`src/verilog/pmc_pkg.sv`:
```
// package of constants, types and register map for the privilege and mode control block
package pmc_pkg;
    // ==========================================================
    // register map (byte addresses)
    localparam logic [7:0] ADDR_CONTROL = 8'h00;
    localparam logic [7:0] ADDR_STATE = 8'h04;
    localparam logic [7:0] ADDR_MAIN_SP = 8'h08;
    localparam logic [7:0] ADDR_TASK_SP = 8'h0C;
    localparam logic [7:0] ADDR_EXEC_STATUS = 8'h10;
    localparam logic [7:0] ADDR_IRQ_STATUS = 8'h14;
    localparam logic [7:0] ADDR_IRQ_MASK = 8'h18;
    localparam logic [7:0] ADDR_ACCESS = 8'h1C;
    localparam logic [7:0] ADDR_REGION = 8'h20;
    // ==========================================================
    // field positions
    localparam int CTRL_USER_BIT = 0;
    localparam int CTRL_ALT_STACK_BIT = 1;
    localparam int EXEC_COMPACT_BIT = 24;
    localparam int ACC_INSTR_BIT = 0;
    localparam int ACC_SPECIAL_BIT = 1;
    localparam int ACC_CONFIG_BIT = 2;
    localparam int ACC_DEBUG_BIT = 3;
    localparam int ACC_LEGACY_BIT = 4;
    localparam int EXC_ENTER_BIT = 8;
    localparam int EXC_RETURN_BIT = 9;
    localparam int EV_PRIV_FAULT = 0;
    localparam int EV_COMPACT_FAULT = 1;
    localparam int EV_DECODE_FAULT = 2;
    localparam int EV_EXC_ENTER = 3;
    localparam int EV_EXC_RETURN = 4;
    localparam int NUM_EVENTS = 5;
    // ==========================================================
    // reset values
    localparam logic [1:0] CONTROL_RESET = 2'h0;
    localparam logic [31:0] SP_RESET = 32'h0000_0000;
    localparam logic [31:0] EXEC_STATUS_RESET = 32'h0100_0000;
    localparam logic [4:0] IRQ_MASK_RESET = 5'h00;
    localparam logic [7:0] NEST_MAX = 8'hFF;
    // region decode: top address nibble
    localparam logic [3:0] REGION_CODE = 4'h0;
    localparam logic [3:0] REGION_SRAM = 4'h2;
    localparam logic [3:0] REGION_PERIPH = 4'h4;
    localparam logic [31:0] SRAM_BB_ALIAS = 32'h2200_0000;
    localparam logic [31:0] SRAM_BB_END = 32'h23FF_FFFF;
    // ==========================================================
    // types
    typedef enum logic [1:0] {PMC_REGION_CODE, PMC_REGION_DATA, PMC_REGION_PERIPH, PMC_REGION_OTHER} pmc_region_e;
    typedef enum {PMC_PRIV_THREAD, PMC_USER_THREAD, PMC_PRIV_HANDLER} pmc_mode_e;
    typedef struct packed {
        logic privileged;
        logic handler;
        logic task_stack;
    } pmc_state_s;
endpackage

```
`src/verilog/pmc_region_decode.sv`:
```
// address region decoder with bit-band alias translation
`timescale 1ns/1ps
`default_nettype none
module pmc_region_decode (
    input wire logic [31:0] addr,
    output pmc_pkg::pmc_region_e region,
    output logic bitband_hit,
    output logic [31:0] bitband_word,
    output logic [4:0] bitband_bit
);
    logic [24:0] offs;
    // full 4 GB space split on the top nibble into code, data, peripheral and other regions [RQ10]
    always_comb begin
        case (addr[31:28])
            pmc_pkg::REGION_CODE: region = pmc_pkg::PMC_REGION_CODE;
            pmc_pkg::REGION_SRAM: region = pmc_pkg::PMC_REGION_DATA;
            pmc_pkg::REGION_PERIPH: region = pmc_pkg::PMC_REGION_PERIPH;
            default: region = pmc_pkg::PMC_REGION_OTHER;
        endcase
    end
    // each alias word maps to one sram bit, so bit access is atomic [RQ7]
    always_comb begin
        offs = addr[24:0] - pmc_pkg::SRAM_BB_ALIAS[24:0];
        bitband_hit = (addr >= pmc_pkg::SRAM_BB_ALIAS) && (addr <= pmc_pkg::SRAM_BB_END);
        bitband_word = {12'h200, offs[24:7], 2'h0};
        bitband_bit = offs[6:2];
    end
endmodule
`default_nettype wire

```
`src/verilog/pmc_access_check.sv`:
```
// privilege and instruction-set access checker
`timescale 1ns/1ps
`default_nettype none
module pmc_access_check (
    input wire logic privileged,
    input wire logic [4:0] access_kind,
    input wire logic clear_compact,
    output logic priv_fault,
    output logic compact_fault,
    output logic decode_fault
);
    // user level blocks restricted instruction, special, config and debug access [RQ2]
    // privileged level lets all four restricted kinds through [RQ3]
    always_comb begin
        priv_fault = !privileged && (|access_kind[pmc_pkg::ACC_DEBUG_BIT:pmc_pkg::ACC_INSTR_BIT]);
        compact_fault = clear_compact; // compact state bit may never be cleared [RQ15]
        decode_fault = access_kind[pmc_pkg::ACC_LEGACY_BIT]; // legacy full-width set is not decoded [RQ6]
    end
endmodule
`default_nettype wire

```
`src/verilog/pmc_core_mode.sv`:
```
// privilege level, execution mode and stack selection controller with ahb-lite register slave
// ==========================================================
// Summary of operation
// [RQ1] handler mode exists only at privileged level; three legal states.
// [RQ2] user level blocks restricted instructions and registers and raises a fault.
// [RQ3] privileged level allows all instructions and registers without fault.
// [RQ4] servicing an exception means handler mode, forced privileged.
// [RQ5] no exception active means thread mode, privileged or user.
// [RQ6] only the compact 16/32-bit instruction set is decoded.
// [RQ7] sram bit-band alias gives atomic single-bit access.
// [RQ8] unaligned and mixed-length data accesses are supported.
// [RQ9] two stack pointers, main and task; one is active.
// [RQ10] 4 GB space decoded into code, data and peripheral regions.
// [RQ11] low external reset resets the device; pulled high when undriven.
// [RQ12] control bit 0: 0 privileged thread, 1 user thread.
// [RQ13] control bit 1 selects alternate stack; forced 0 in handler mode.
// [RQ14] task stack pointer used only at user level in thread mode.
// [RQ15] compact state bit always reads 1; clearing it faults.
// [RQ16] reset enters privileged thread mode using the main stack.
// [RQ17] last exception return restores prior level and stack selection.
//
// Local design decisions: the address map and the AHB-Lite slave port.
`timescale 1ns/1ps
`default_nettype none
module pmc_core_mode #(
    parameter int NEST_WIDTH = 8
) (
    input wire logic hclk,
    input wire logic hresetn,
    input wire logic hsel,
    input wire logic [31:0] haddr,
    input wire logic [1:0] htrans,
    input wire logic hwrite,
    input wire logic [2:0] hsize,
    input wire logic [31:0] hwdata,
    input wire logic hready,
    output logic [31:0] hrdata,
    output logic hreadyout,
    output logic hresp,
    input wire logic [31:0] data_addr,
    input wire logic [1:0] data_size,
    output logic [31:0] data_word_addr,
    output logic [1:0] data_region,
    output logic data_unaligned,
    output logic bitband_active,
    output logic [4:0] bitband_bit,
    output logic [31:0] active_stack_pointer,
    output logic privileged,
    output logic handler_mode,
    output logic fault_req,
    output logic irq
);
    // ==========================================================
    // elaboration checks
    // a wider nest counter gains nothing but area
    if (NEST_WIDTH < 1 || NEST_WIDTH > 8) begin : g_bad_nest
        $error("NEST_WIDTH must be 1 to 8");
    end

    // ==========================================================
    // bus address phase capture
    logic ap_valid_r, ap_valid_nxt;
    logic ap_write_r, ap_write_nxt;
    logic [7:0] ap_addr_r, ap_addr_nxt;

    // a transfer is taken when selected, nonseq or seq (htrans[1] set) and the bus is ready
    // hsize is ignored: whole words only
    always_comb begin
        ap_valid_nxt = hsel && htrans[1] && hready;
        ap_write_nxt = ap_write_r;
        ap_addr_nxt = ap_addr_r;

        if (hsel && htrans[1] && hready) begin
            ap_write_nxt = hwrite;
            ap_addr_nxt = haddr[7:0];
        end
    end

    // capture flops
    always_ff @(posedge hclk or negedge hresetn) begin
        if (!hresetn) begin
            ap_valid_r <= 1'b0;
            ap_write_r <= 1'b0;
            ap_addr_r <= 8'h00;
        end else begin
            ap_valid_r <= ap_valid_nxt;
            ap_write_r <= ap_write_nxt;
            ap_addr_r <= ap_addr_nxt;
        end
    end

    // data-phase write strobe
    logic wr_en;
    assign wr_en = ap_valid_r && ap_write_r;

    // ==========================================================
    // access checks and region decode
    logic [4:0] access_kind;
    logic clear_compact;
    logic priv_fault, compact_fault, decode_fault;
    pmc_pkg::pmc_region_e region;
    logic bb_hit;
    logic [31:0] bb_word;
    logic [4:0] bb_bit;

    // mode and stack state
    logic [1:0] control_r, control_nxt;
    logic [NEST_WIDTH-1:0] nest_r, nest_nxt;
    logic [1:0] saved_control_r, saved_control_nxt;
    logic [31:0] main_sp_r, main_sp_nxt;
    logic [31:0] task_sp_r, task_sp_nxt;

    // interrupt state
    logic [4:0] irq_status_r, irq_status_nxt;
    logic [4:0] irq_mask_r, irq_mask_nxt;
    logic [4:0] events;
    logic exc_enter, exc_return, is_handler, is_priv;

    // software posts attempted accesses and exception entry/return through one strobe register
    assign access_kind = (wr_en && ap_addr_r == pmc_pkg::ADDR_ACCESS) ? hwdata[4:0] : 5'h00;
    assign exc_enter = wr_en && ap_addr_r == pmc_pkg::ADDR_ACCESS && hwdata[pmc_pkg::EXC_ENTER_BIT];
    assign exc_return = wr_en && ap_addr_r == pmc_pkg::ADDR_ACCESS && hwdata[pmc_pkg::EXC_RETURN_BIT]
        && (nest_r != '0);
    assign clear_compact = wr_en && ap_addr_r == pmc_pkg::ADDR_EXEC_STATUS
        && !hwdata[pmc_pkg::EXEC_COMPACT_BIT]; // [RQ15]

    // level and mode follow the nesting count
    assign is_handler = (nest_r != '0); // [RQ4] [RQ5]
    assign is_priv = is_handler || !control_r[pmc_pkg::CTRL_USER_BIT]; // handler forces privilege [RQ1] [RQ4]

    // fault class of each strobed access
    pmc_access_check u_check (
        .privileged(is_priv),
        .access_kind(access_kind),
        .clear_compact(clear_compact),
        .priv_fault(priv_fault),
        .compact_fault(compact_fault),
        .decode_fault(decode_fault)
    );

    // load/store address decode
    pmc_region_decode u_region (
        .addr(data_addr),
        .region(region),
        .bitband_hit(bb_hit),
        .bitband_word(bb_word),
        .bitband_bit(bb_bit)
    );

    // ==========================================================
    // mode, control and stack state
    // control register writes are privileged-only and ignored in handler for the stack bit
    always_comb begin
        control_nxt = control_r;
        nest_nxt = nest_r;
        saved_control_nxt = saved_control_r;
        main_sp_nxt = main_sp_r;
        task_sp_nxt = task_sp_r;
        if (wr_en && ap_addr_r == pmc_pkg::ADDR_CONTROL && is_priv) begin
            control_nxt[pmc_pkg::CTRL_USER_BIT] = hwdata[pmc_pkg::CTRL_USER_BIT]; // [RQ12]
            control_nxt[pmc_pkg::CTRL_ALT_STACK_BIT] = hwdata[pmc_pkg::CTRL_ALT_STACK_BIT] && !is_handler; // [RQ13]
        end

        // low two bits of each stack pointer are ignored, keeping word alignment [RQ9]
        if (wr_en && ap_addr_r == pmc_pkg::ADDR_MAIN_SP && is_priv) begin
            main_sp_nxt = {hwdata[31:2], 2'h0};
        end
        if (wr_en && ap_addr_r == pmc_pkg::ADDR_TASK_SP && is_priv) begin
            task_sp_nxt = {hwdata[31:2], 2'h0};
        end

        // first entry saves thread control; handler clears alternate stack bit [RQ4] [RQ13]
        if (exc_enter && nest_r != {NEST_WIDTH{1'b1}}) begin
            if (nest_r == '0) begin
                saved_control_nxt = control_r;
            end
            nest_nxt = nest_r + 1'b1;
            control_nxt[pmc_pkg::CTRL_ALT_STACK_BIT] = 1'b0;
        end else if (exc_return) begin
            nest_nxt = nest_r - 1'b1;
            if (nest_r == NEST_WIDTH'(1)) begin
                control_nxt = saved_control_r; // back to thread with prior state [RQ17]
            end
        end
    end

    // reset: privileged thread, main stack [RQ16] [RQ11]
    always_ff @(posedge hclk or negedge hresetn) begin
        if (!hresetn) begin
            control_r <= pmc_pkg::CONTROL_RESET;
            nest_r <= '0;
            saved_control_r <= pmc_pkg::CONTROL_RESET;
            main_sp_r <= pmc_pkg::SP_RESET;
            task_sp_r <= pmc_pkg::SP_RESET;
        end else begin
            control_r <= control_nxt;
            nest_r <= nest_nxt;
            saved_control_r <= saved_control_nxt;
            main_sp_r <= main_sp_nxt;
            task_sp_r <= task_sp_nxt;
        end
    end

    // ==========================================================
    // interrupt status and mask
    // one event per status bit, lsb first
    assign events = {exc_return, exc_enter && nest_r != {NEST_WIDTH{1'b1}}, decode_fault, compact_fault,
        priv_fault};

    // set wins over a write-one clear in the same cycle
    always_comb begin
        irq_status_nxt = irq_status_r;
        irq_mask_nxt = irq_mask_r;

        if (wr_en && ap_addr_r == pmc_pkg::ADDR_IRQ_STATUS) begin
            irq_status_nxt = irq_status_r & ~hwdata[4:0];
        end
        if (wr_en && ap_addr_r == pmc_pkg::ADDR_IRQ_MASK) begin
            irq_mask_nxt = hwdata[4:0];
        end

        // events last, so a set beats a clear
        irq_status_nxt = irq_status_nxt | events;
    end

    // status and mask registers
    always_ff @(posedge hclk or negedge hresetn) begin
        if (!hresetn) begin
            irq_status_r <= 5'h00;
            irq_mask_r <= pmc_pkg::IRQ_MASK_RESET;
        end else begin
            irq_status_r <= irq_status_nxt;
            irq_mask_r <= irq_mask_nxt;
        end
    end

    // ==========================================================
    // outputs, all registered
    logic [31:0] rdata_nxt;
    logic [1:0] mode_bits;
    logic use_task_sp_nxt;

    // task stack only for user thread with alternate bit set [RQ14] [RQ9]
    assign use_task_sp_nxt = !(nest_nxt != '0) && control_nxt[pmc_pkg::CTRL_ALT_STACK_BIT]
        && control_nxt[pmc_pkg::CTRL_USER_BIT];
    assign mode_bits = {is_handler, is_priv};

    // read mux; unmapped offsets read zero with okay
    always_comb begin
        rdata_nxt = 32'h0000_0000;

        if (hsel && htrans[1] && hready && !hwrite) begin
            case (haddr[7:0])
                pmc_pkg::ADDR_CONTROL: rdata_nxt = {30'h0, control_nxt};
                pmc_pkg::ADDR_STATE: rdata_nxt = {29'h0, use_task_sp_nxt, mode_bits};
                pmc_pkg::ADDR_MAIN_SP: rdata_nxt = main_sp_nxt;
                pmc_pkg::ADDR_TASK_SP: rdata_nxt = task_sp_nxt;
                pmc_pkg::ADDR_EXEC_STATUS: rdata_nxt = pmc_pkg::EXEC_STATUS_RESET; // [RQ15]
                pmc_pkg::ADDR_IRQ_STATUS: rdata_nxt = {27'h0, irq_status_nxt};
                pmc_pkg::ADDR_IRQ_MASK: rdata_nxt = {27'h0, irq_mask_nxt};
                pmc_pkg::ADDR_REGION: rdata_nxt = {30'h0, region};
                default: rdata_nxt = 32'h0000_0000;
            endcase
        end
    end

    // hready and okay are constant
    always_ff @(posedge hclk or negedge hresetn) begin
        if (!hresetn) begin
            hrdata <= 32'h0000_0000;
            hreadyout <= 1'b1;
            hresp <= 1'b0;
            data_word_addr <= 32'h0000_0000;
            data_region <= 2'h0;
            data_unaligned <= 1'b0;
            bitband_active <= 1'b0;
            bitband_bit <= 5'h00;
            active_stack_pointer <= pmc_pkg::SP_RESET;
            privileged <= 1'b1;
            handler_mode <= 1'b0;
            fault_req <= 1'b0;
            irq <= 1'b0;
        end else begin
            hrdata <= rdata_nxt;
            hreadyout <= 1'b1;
            hresp <= 1'b0;

            // unaligned accesses pass through, flagged for the split logic [RQ8]
            data_word_addr <= bb_hit ? bb_word : {data_addr[31:2], 2'h0}; // [RQ7]
            data_region <= region; // [RQ10]
            data_unaligned <= (data_size == 2'h1 && data_addr[0]) || (data_size == 2'h2 && |data_addr[1:0]);
            bitband_active <= bb_hit;
            bitband_bit <= bb_bit;

            // mode outputs track the next state
            active_stack_pointer <= use_task_sp_nxt ? task_sp_nxt : main_sp_nxt; // [RQ14]
            privileged <= (nest_nxt != '0) || !control_nxt[pmc_pkg::CTRL_USER_BIT]; // [RQ1] [RQ3]
            handler_mode <= (nest_nxt != '0); // [RQ4]
            fault_req <= priv_fault || compact_fault || decode_fault; // [RQ2] [RQ6]
            irq <= |(irq_status_nxt & irq_mask_nxt);
        end
    end
endmodule
`default_nettype wire

```
`config.mk`:
```
export PLATFORM = sky130hd
export DESIGN_NAME = pmc_core_mode
export DESIGN_NICKNAME = d
export VERILOG_FILES = /design/src/verilog/pmc_pkg.sv /design/src/verilog/pmc_region_decode.sv /design/src/verilog/pmc_access_check.sv /design/src/verilog/pmc_core_mode.sv
export SDC_FILE = /design/constraint.sdc
export NUM_CORES = 1
export LEC_CHECK = 0
export ABC_CLOCK_PERIOD_IN_PS = 3600
export BUFFER_PORTS_ARGS = -buffer_cell sky130_fd_sc_hd__buf_4
export CORE_MARGIN = 8
export CORE_UTILIZATION = 54
export CTS_CLUSTER_DIAMETER = 30
export DETAILED_ROUTE_END_ITERATION = 7
export GPL_ROUTABILITY_DRIVEN = 1
export GPL_TIMING_DRIVEN = 0
export PLACE_DENSITY = 0.81
export SLEW_MARGIN = 25
export SYNTH_ARGS = -nofsm -noshare
export SYNTH_HDL_FRONTEND = slang
export SYNTH_HIERARCHICAL = 1
export SYNTH_SLANG_ARGS = --single-unit
```
`constraint.sdc`:
```
create_clock -name hclk -period 3.6 [get_ports hclk]
set_clock_uncertainty 0.2 [all_clocks]
set_input_delay 0.9 -clock hclk [delete_from_list [all_inputs] [get_ports hclk]]
set_output_delay 0.9 -clock hclk [all_outputs]
set_load 0.005 [all_outputs]
```
==> flow_summary.json <==
{
  "power_switching_uw": 1690,
  "grt_pass1_vias": 7014,
  "synth_area_um2": 8920,
  "clock_sinks": 205,
  "postPlaceCellArea_um2": 10700,
  "synth_flop_cell": "dfrtp_1",
  "dieArea_um2": 20900,
  "maxSlewHeadroom": 0.474,
  "p_per_area_nw_per_um2": 597,
  "worst_hold_path_type": "in2async",
  "intPower_uw": 5530,
  "port_buffers": 187,
  "nets": 1140,
  "synth_area_per_cell_um2": 11.4,
  "gp_congestion": 0.877,
  "vdd_ir_drop_max_mv": 0.478,
  "fillers": 1175,
  "fmax_ghz": 0.292,
  "reg2reg_depth": 10,
  "area_delta_synth_final_pct": 35.7,
  "regToRegEndpoint": "active_stack_pointer[23]$_DFF_PN0_",
  "clockBufferDepth": 3,
  "arrival_ns": 3.61,
  "clkTransAtPathRegs_ns": 0.04,
  "worst_slack_ns": 0.176,
  "drtIter0Drc": 324,
  "pwr-share-seq": 0.357,
  "fin_crit_sh": 0.951,
  "h-tree-depth": 2,
  "clk_latency_ns": 0.51,
  "max_cap_viol_count": 0,
  "fp.dieH_um": 145,
  "antenna_cells": 0,
  "end_kind": "flop",
  "tightest_slew_ns": 0.789,
  "grt_pass1_wl_mm": 35.8,
  "path_class": "reg2reg",
  "wl_mm": 22.8,
  "cp-start-kind": "flop",
  "synth_edf_count": 0,
  "antenna_found_initial": 0,
  "p_leak_uw": 0.00611,
  "combPwrFrac": 0.132,
  "viasPerCell": 5.16,
  "cp_max_fo": 10,
  "grt_use_total": 0.223,
  "cts_buffers": 40,
  "multi_input_area_um2": 3170,
  "grt_max_degree": 92,
  "dp_slack_ns": -0.0732,
  "drc": 0,
  "hold_viol": 0,
  "design.core.area_um2": 16300,
  "first_pass_iters": 7,
  "cts_tree": "done",
  "utilization": 0.740,
  "whs_ns": 0.0634,
  "io_pins": 219,
  "rows": 47,
  "r2r_slack_ns": 0.18,
  "drive_above_1_share": 0.370,
  "fin_area_um2": 12100,
  "worst-path-buf-inv": 2,
  "clockRootBuffer": "clkbuf_16",
  "sw_frac_of_total": 0.234,
  "yosysWarningCount": 6,
  "p_clk_frac": 0.510,
  "crit_path_max_incr_delay_ns": 0.42,
  "ys_async_sr_fraction": 1.00,
  "synth-seq-cells": 205,
  "dpl.hpwl_mm": 16.0,
  "maxSlewViolCount": 0,
  "p_total_uw": 7230,
  "outcome": "finished, final reports clean",
  "wl_per_cell_um": 17.9,
  "final.min_clock_period_ns": 3.42,
  "final_antenna_net_count": 0,
  "num_vias": 6584,
  "syn_inst": 783,
  "finalSetupViolations": 0,
  "crit_path_cell_trace": "nor4b_4 -> nand4_1 -> or2_0 -> buf_2 -> o31ai_1 -> xor2_1 -> nor4_4 -> nand4_4 -> buf_6 -> mux2_4",
  "cpLargestDelayFamily": "simple AND/OR/NAND/NOR gates",
  "seq_area_um2": 5130,
  "slowest_stage": "dfrtp_1",
  "dieWidth_um": 145,
  "start_util": 0.546,
  "cp.required_ns": 3.79,
  "grt_overflow_total": 0,
  "yosysSeqAreaShare": 0.575,
  "rr_startpoint": "ap_addr_r[5]$_DFFE_PN0P_",
  "yosysUniqueCellTypes": 61
}
## through the flow
stage               std cells  setup TNS (ns)
floorplan                 795               0
global placement         1202           -1.17
detailed placement       1204           -1.41
CTS                      1274               0
global route             1276        -0.00546
finish                   1276               0
## worst register-to-register path: stages, from the launching register on
cell and delay (ns):
dfrtp_1 0.42, nor4b_4 0.32, nand4_1 0.22, or2_0 0.28, buf_2 0.17, o31ai_1 0.33, xor2_1 0.18, nor4_4 0.41
nand4_4 0.22, buf_6 0.23, mux2_4 0.32
## synthesized netlist by cell type, types with 8 or more instances
cell	count	area share
a21oi_1	33	0.019
and2_1	8	0.0056
and3_1	8	0.0056
buf_4	43	0.036
clkbuf_1	19	0.0080
dfrtp_1	204	0.57
inv_1	58	0.024
mux2_2	43	0.054
mux2_4	23	0.039
mux2i_1	47	0.053
nand2_1	94	0.040
nand3_1	9	0.0050
nor2_1	74	0.031
nor4_1	10	0.0070
o21ai_0	9	0.0050
o22ai_1	8	0.0056
## what timing repair did
item | 4_1_cts | 5_1_grt
pin swaps | 0 | 2
buffers inserted | 0 | 3
resized for setup | 1 | 6
setup endpoints to repair | 1 | 30
cloned | 0 | 0
hold buffers | 0 | 0
## layout by cell type (no fill, tap or decap), drive strengths merged, types with 12 or more instances in the layout
master / count
a21oi: 33
buf: 247
clkbuf: 65
clkinv: 12
conb: 16
dfrtp: 204
inv: 60
mux2: 66
mux2i: 47
nand2: 94
nor2: 74
nor4: 14
## flip-flops by register name, summed over array words and instances, names as in the netlist, 5 cells and up
| signal | count |
|---|---|
| active_stack_pointer | 32 |
| data_word_addr | 32 |
| hrdata | 32 |
| main_sp_r | 32 |
| task_sp_r | 32 |
| ap_addr_r | 8 |
| nest_r | 8 |
| bitband_bit | 5 |
| irq_mask_r | 5 |
| irq_status_r | 5 |
## layout make-up
class | count | area share
buffer | 73 | 0.0387
clock buffer | 47 | 0.0865
clock inverter | 23 | 0.0253
inverter | 58 | 0.0180
multi-input combinational | 458 | 0.262
sequential | 205 | 0.424
tap | 220 | 0.0227
timing repair buffer | 192 | 0.123
## power groups by stage
| stage | combinational, µW | sequential, µW | clock (µW) |
|---|---|---|---|
| after floorplan | 468 | 2610 | 0 |
| after global placement | 925 | 2610 | 0 |
| after detailed placement | 947 | 2610 | 0 |
| after CTS | 958 | 2580 | 3740 |
| after global routing | 1030 | 2600 | 3850 |
| final | 955 | 2580 | 3690 |
## worst max path at each step
| stage | start | to | slack [ns] | cells past startpoint |
|---|---|---|---|---|
| after CTS | ap_addr_r[5]$_DFFE_PN0P_ | active_stack_pointer[23]$_DFF_PN0_ | 0.09 | 10 |
| after global placement | hwdata[9] | active_stack_pointer[23]$_DFF_PN0_ | -0.06 | 10 |
| final | ap_addr_r[5]$_DFFE_PN0P_ | active_stack_pointer[23]$_DFF_PN0_ | 0.18 | 10 |
| after detailed placement | hwdata[9] | active_stack_pointer[13]$_DFF_PN0_ | -0.07 | 10 |
| after floorplan | hwdata[9] | active_stack_pointer[10]$_DFF_PN0_ | 0.31 | 9 |
| after global routing | ap_addr_r[5]$_DFFE_PN0P_ | active_stack_pointer[22]$_DFF_PN0_ | -0.004 | 10 |
## layer usage
| layer | track usage | vias to the layer above | part of all wire |
|---|---|---|---|
| met1 | 0.249 | 3180 | 0.37 |
| li1 | - | 3073 | - |
| met2 | 0.376 | 279 | 0.49 |
| met4 | 0.0827 | 0 | 0.028 |
| met3 | 0.0914 | 52 | 0.11 |
| met5 | 0 | - | 0 |
## kinds of logic after synthesis
family,count (synthesis),synth area share
other,4,0.00168
XOR/XNOR,5,0.00491
multiplexers,113,0.146
AND/OR/NAND/NOR,237,0.130
buffers and inverters,132,0.0770
flip-flops,205,0.575
adder cells (fa/ha/maj),4,0.00561
AO/OA/AOI/OAI,83,0.0599
No activity file was read; power rests on OpenSTA's default activity.
